===== config.mk =====
export PLATFORM = sky130hd
export DESIGN_NAME = cio_port
export DESIGN_NICKNAME = d
export VERILOG_FILES = /design/src/cio_port.v /design/src/cio_pin_driver.v /design/src/cio_pin_count.v
export VERILOG_INCLUDE_DIRS = /design/src
export SDC_FILE = /design/constraint.sdc
export NUM_CORES = 1
export LEC_CHECK = 0
export BUFFER_PORTS_ARGS = -buffer_cell sky130_fd_sc_hd__buf_2
export CAP_MARGIN = 20
export CORE_ASPECT_RATIO = 0.8
export CORE_MARGIN = 3
export CORE_UTILIZATION = 50
export DETAILED_ROUTE_END_ITERATION = 6
export PLACE_DENSITY_LB_ADDON = 0.1
export REMOVE_ABC_BUFFERS = 1
export SLEW_MARGIN = 20
export SYNTH_ARGS = -nofsm -noshare
export SYNTH_HDL_FRONTEND = slang
export SYNTH_HIERARCHICAL = 1
export SYNTH_SLANG_ARGS = --single-unit

===== constraint.sdc =====
create_clock -name clk -period 3.3 [get_ports clk]
set_input_delay 0.165 -clock clk [delete_from_list [all_inputs] [get_ports clk]]
set_output_delay 0.165 -clock clk [all_outputs]
set_load 0.05 [all_outputs]

===== src/cio_regs.vh =====
// constants of the configurable i/o port
`ifndef CIO_REGS_VH
`define CIO_REGS_VH
// Function
// - four driver types selectable per pin
// - two config registers per port select type
// - reset shared pin always input only
// - timer0 pin only input-only or open-drain
// - quasi mode: weak high, strong low
// - open-drain: no pull-up, low on zero
// - input-only: all drivers off, input readable
// - push-pull: strong low and strong high
// - port0 digital input disable, cleared on reset
// - all pins input-only after power-up
// - four-port pin count twelve down to nine
// - three-port pin count twelve or eleven
// ----------------------------------------
// geometry
// ----------------------------------------
`define CIO_PORTS 4
`define CIO_PINS 8
`define CIO_W 32
// ----------------------------------------
// driver type encoding {cfg1,cfg0}
// ----------------------------------------
`define CIO_QUASI 2'h0
`define CIO_PUSH 2'h1
`define CIO_INPUT 2'h2
`define CIO_OPEN 2'h3
// ----------------------------------------
// reset values and special pin positions
// ----------------------------------------
`define CIO_CFG0_RST 32'h00000000
`define CIO_CFG1_RST 32'hFFFFFFFF
`define CIO_LATCH_RST 32'hFFFFFFFF
`define CIO_DIS_RST 8'h00
`define CIO_RST_PIN 13
`define CIO_T0_PIN 10
`define CIO_BASE_PINS 4'hC
`endif


===== src/cio_port.v =====
// configurable i/o port: config registers, latches, pad controls
module cio_port (
	input wire clk,
	input wire reset,
	input wire cfg_we,
	input wire [1:0] cfg_port,
	input wire [7:0] cfg0_wdata,
	input wire [7:0] cfg1_wdata,
	input wire latch_we,
	input wire [1:0] latch_port,
	input wire [7:0] latch_wdata,
	input wire dis_we,
	input wire [7:0] dis_wdata,
	input wire [31:0] pin_in,
	input wire three_port,
	input wire ext_clock_in,
	input wire crystal,
	input wire ext_reset_en,
	output reg [31:0] pin_oe,
	output reg [31:0] pin_out,
	output reg [31:0] pin_weak_hi,
	output reg [31:0] pin_rd,
	output reg [31:0] cfg0_rd,
	output reg [31:0] cfg1_rd,
	output reg [7:0] port0_digital_input_disable,
	output reg [3:0] io_pin_count
);
`include "cio_regs.vh"
	// ----------------------------------------
	// state
	// ----------------------------------------
	reg [31:0] cfg0_q; // low config bit per pin
	reg [31:0] cfg1_q; // high config bit per pin
	reg [31:0] latch_q; // output latches
	reg [31:0] cfg0_d;
	reg [31:0] cfg1_d;
	wire [31:0] s_hi; // strong high per pin
	wire [31:0] w_hi; // weak high per pin
	wire [31:0] s_lo; // strong low per pin
	wire [3:0] cnt;
	integer i;
	// ----------------------------------------
	// restrict a requested type for special pins
	// ----------------------------------------
	function [1:0] legal_type;
		input integer pin;
		input [1:0] want;
		begin
			legal_type = want;
			if (pin == `CIO_RST_PIN)
				legal_type = `CIO_INPUT;
			else if (pin == `CIO_T0_PIN && want != `CIO_OPEN)
				legal_type = `CIO_INPUT;
		end
	endfunction
	// ----------------------------------------
	// next config: write lands on one port's byte
	// ----------------------------------------
	// two registers per port
	always @* begin
		cfg0_d = cfg0_q;
		cfg1_d = cfg1_q;
		if (cfg_we) begin
			for (i = 0; i < `CIO_PINS; i = i + 1) begin
				{cfg1_d[cfg_port*8+i], cfg0_d[cfg_port*8+i]} =
					legal_type(cfg_port*8+i, {cfg1_wdata[i], cfg0_wdata[i]});
			end
		end
	end
	// ----------------------------------------
	// registers
	// ----------------------------------------
	// input-only after reset
	always @(posedge clk) begin
		if (reset) begin
			cfg0_q <= `CIO_CFG0_RST;
			cfg1_q <= `CIO_CFG1_RST;
			latch_q <= `CIO_LATCH_RST;
		end else begin
			cfg0_q <= cfg0_d;
			cfg1_q <= cfg1_d;
			if (latch_we)
				latch_q[latch_port*8 +: 8] <= latch_wdata;
		end
	end
	always @(posedge clk) begin
		if (reset)
			port0_digital_input_disable <= `CIO_DIS_RST;
		else if (dis_we)
			port0_digital_input_disable <= dis_wdata;
	end
	// ----------------------------------------
	// per pin drivers
	// ----------------------------------------
	genvar g;
	generate
		for (g = 0; g < `CIO_W; g = g + 1) begin : gen_pin
			cio_pin_driver u_drv (
				.cfg({cfg1_q[g], cfg0_q[g]}),
				.latch(latch_q[g]),
				.strong_hi(s_hi[g]),
				.weak_hi(w_hi[g]),
				.strong_lo(s_lo[g])
			);
		end
	endgenerate
	// pin count by options
	cio_pin_count u_cnt (
		.three_port(three_port),
		.ext_clock_in(ext_clock_in),
		.crystal(crystal),
		.ext_reset_en(ext_reset_en),
		.count(cnt)
	);
	// ----------------------------------------
	// registered outputs; weak high is a pull, not a drive
	// ----------------------------------------
	always @(posedge clk) begin
		if (reset) begin
			pin_oe <= 32'h00000000;
			pin_out <= 32'h00000000;
			pin_weak_hi <= 32'h00000000;
			pin_rd <= 32'h00000000;
			cfg0_rd <= `CIO_CFG0_RST;
			cfg1_rd <= `CIO_CFG1_RST;
			io_pin_count <= 4'h0;
		end else begin
			pin_oe <= s_hi | s_lo;
			pin_out <= s_hi;
			pin_weak_hi <= w_hi;
			pin_rd <= {pin_in[31:8], pin_in[7:0] & ~port0_digital_input_disable};
			cfg0_rd <= cfg0_q;
			cfg1_rd <= cfg1_q;
			io_pin_count <= cnt;
		end
	end
endmodule // cio_port


===== src/cio_pin_driver.v =====
// one pin's driver decode: type and latch to pad controls
module cio_pin_driver (
	input wire [1:0] cfg,
	input wire latch,
	output reg strong_hi,
	output reg weak_hi,
	output reg strong_lo
);
`include "cio_regs.vh"
	// ----------------------------------------
	// driver decode
	// ----------------------------------------
	// four type decode
	always @* begin
		strong_hi = 1'b0;
		weak_hi = 1'b0;
		strong_lo = 1'b0;
		case (cfg)
			`CIO_QUASI: begin
				weak_hi = latch;
				strong_lo = ~latch;
			end
			`CIO_PUSH: begin
				strong_hi = latch;
				strong_lo = ~latch;
			end
			`CIO_OPEN: begin
				strong_lo = ~latch;
			end
			default: begin
				strong_lo = 1'b0;
			end
		endcase
	end
endmodule // cio_pin_driver


===== src/cio_pin_count.v =====
// usable general i/o pin count from clock and reset options
module cio_pin_count (
	input wire three_port,
	input wire ext_clock_in,
	input wire crystal,
	input wire ext_reset_en,
	output wire [3:0] count
);
`include "cio_regs.vh"
	// ----------------------------------------
	// each external clock pin costs one on four port only; the reset pin costs one on both
	// ----------------------------------------
	wire [3:0] clk_cost;
	wire [3:0] rst_cost;
	assign clk_cost = three_port ? 4'h0 : (crystal ? 4'h2 : (ext_clock_in ? 4'h1 : 4'h0));
	// reset pin costs one on both three port and four port
	assign rst_cost = ext_reset_en ? 4'h1 : 4'h0;
	assign count = `CIO_BASE_PINS - clk_cost - rst_cost;
endmodule // cio_pin_count


==> out/metrics.csv <==
metric,value,unit
status,finished clean,
hpwlAfterDp,15500,um
core-area,19900,sq um
place_area,11800,sq um
wl,23000,um
grt_use_total,19.8,%
postCtsSetupRepairBufs,0,
ys_warn_count,6,
crit_chain,buf_2,
final_cell_area,13400,sq um
start_util,51.3,%
power,7710,uW
route.detailed.drc,0,
grt_overflow,0,
gp_congestion,0.793,
min_path_type,primary input to flop,
netlist.area_leader.share,58.8,%
syn_inst,951,
cts_root_buffer,clkbuf_16,
cpLargestDelayFamily,flip-flops,
grt_pass1_vias,7003,
slew_violations,0,
num_rows,46,
cp.buffers_inverters,1,
fin_setup_tns,0,ns
h-tree-depth,1,
antenna_left,0,
vias_per_cell,4.69,
leakagePower,0.00622,uW
antenna_found_initial,1,
min_period,1.32,ns
cts.clk_slew.worst_paths,0.06,ns
vias,7360,
max_cap_violations,0,
yosysSeqAreaShare,58.8,%
wl_per_cell,14.7,um
finalHoldViolCount,0,
start_kind,flop,
slew_headroom,36.4,%
layout_common_cells,"dfxtp_1, buf_2, nor2_1",
clock_path_buffers,3,
tightest_slew,0.953,ns
drt_iter0_markers,361,
fmax,755,MHz
io_buffers,280,
drtPass1Iterations,5,
cts_resized,0,
syn_to_final_growth,30.7,%
clock_latency,0.52,ns
synth_area_leaders,"dfxtp_1, mux2i_1, nor2b_1, nor3b_2, nor2_1",
n_antenna_cell,0,
fin_util,67.1,%
cts_num_sinks,300,
die_y,134,um
layout.nets,1368,
die-width,166,um
mostFrequentLayoutCell,dfxtp_1,
ys_types,33,
grt_pass1_wl,36600,um
path_class,flop to output port,
grt_max_degree,130,
crit_path_max_incr_delay,0.36,ns
drive_above_1_share,28.9,%
ios,281,
avgSynthCellArea,10.7,sq um
ir_worst_vdd,0.368,mV
cts_tree,built,
cts_buffers,29,
rsz0062_at_grt,false,
synthesis.area,10200,sq um
worst_ep_arrival_time,1.16,ns
cp_max_fo,3,
synth_seq_cells,300,
yosysTopAreaCell,dfxtp_1,
cp-end-kind,output port,
setup_viol,0,
power.density,577,nW/um^2
crit_slowest_cell,dfxtp_1,
cp.required,3.13,ns
dieArea,22200,sq um
fin_crit_sh,40.1,%
skew,0.00756,ns
-- what timing repair did --
item | 4_1_cts | 5_1_grt
hold buffers | 62 | 0
setup endpoints to repair | 0 | 0
hold endpoints to repair | 95 | 0
-- stage by stage --
| step | instances | worst slack (ns) | hold slack, ns |
|---|---|---|---|
| final | 1568 | 1.98 | 0.0299 |
| after global routing | 1568 | 1.83 | 0.0525 |
| after floorplan | 905 | 1.02 | 0.237 |
| after CTS | 1568 | 1.95 | 0.0123 |
| after detailed placement | 1455 | 1.49 | 0.377 |
| after global placement | 1455 | 1.54 | 0.372 |
-- layer usage --
layer	track usage (%)	wire length (um)	vias up
met5	0	0	-
met4	3.83	364	0
met3	4.04	1260	31
met2	31.4	10400	196
met1	28.6	11000	3373
li1	-	-	3760
-- path summary, 6_finish.rpt --
path,from,end,slack (ns),cells after the start
setup / recovery,port0_digital_input_disable[3],port0_digital_input_disable[3],1.98,1
hold reg to reg,port0_digital_input_disable[0],pin_rd[0],0.43,1
hold / removal,cfg0_wdata[3],cfg0_q[19],0.03,3
setup reg to reg,cfg1_q[10],cfg1_q[10],2.26,2
-- report_power, final --
| group | internal (uW) | total (uW) | switching, uW |
|---|---|---|---|
| combinational | 240 | 652 | 412 |
| sequential | 3730 | 3800 | 69.9 |
| clock | 1930 | 3260 | 1330 |
-- final cells by class --
| class | instances | area (sq um) |
|---|---|---|
| fill | 1644 | 6560 |
| sequential | 300 | 6010 |
| multi-input combinational | 510 | 3630 |
| timing repair buffer | 348 | 2090 |
| clock buffer | 37 | 796 |
| inverter | 95 | 357 |
| tap | 264 | 330 |
| clock inverter | 14 | 154 |
-- state kept, by name, indices dropped and copies added (netlist names) --
register,flops
cfg0_rd,32
port0_digital_input_disable,8
cfg0_q,32
io_pin_count,4
pin_weak_hi,32
cfg1_rd,32
cfg1_q,32
latch_q,32
pin_oe,32
pin_out,32
pin_rd,32
-- Yosys cell counts --
library cell	n
nor2b_1	96
clkbuf_2	2
nor3b_2	34
and3_1	17
a21boi_0	10
buf_4	3
nor3b_1	41
and4bb_4	1
nand2_2	2
inv_1	95
a21oi_1	32
nand2b_1	38
nand3_2	1
buf_6	3
nand2_1	1
or2_2	4
and4b_1	6
conb_1	1
a221o_1	22
nor4b_1	1
ha_1	7
a211o_1	2
a311o_1	8
nor2_1	110
dfxtp_1	300
mux2_2	1
or3b_1	1
buf_2	20
nand3b_1	1
mux2i_1	68
or2b_1	1
and3b_1	4
clkbuf_1	18
-- cells by family after synthesis --
family	after synthesis	synth area share, %
AO/OA/AOI/OAI	74	5.41
AND/OR/NAND/NOR	359	22.4
other	1	0.0367
adder cells (fa/ha/maj)	7	0.857
buffers and inverters	141	5.78
flip-flops	300	58.8
multiplexers	69	6.77
No activity file was read; power rests on OpenSTA's default activity.
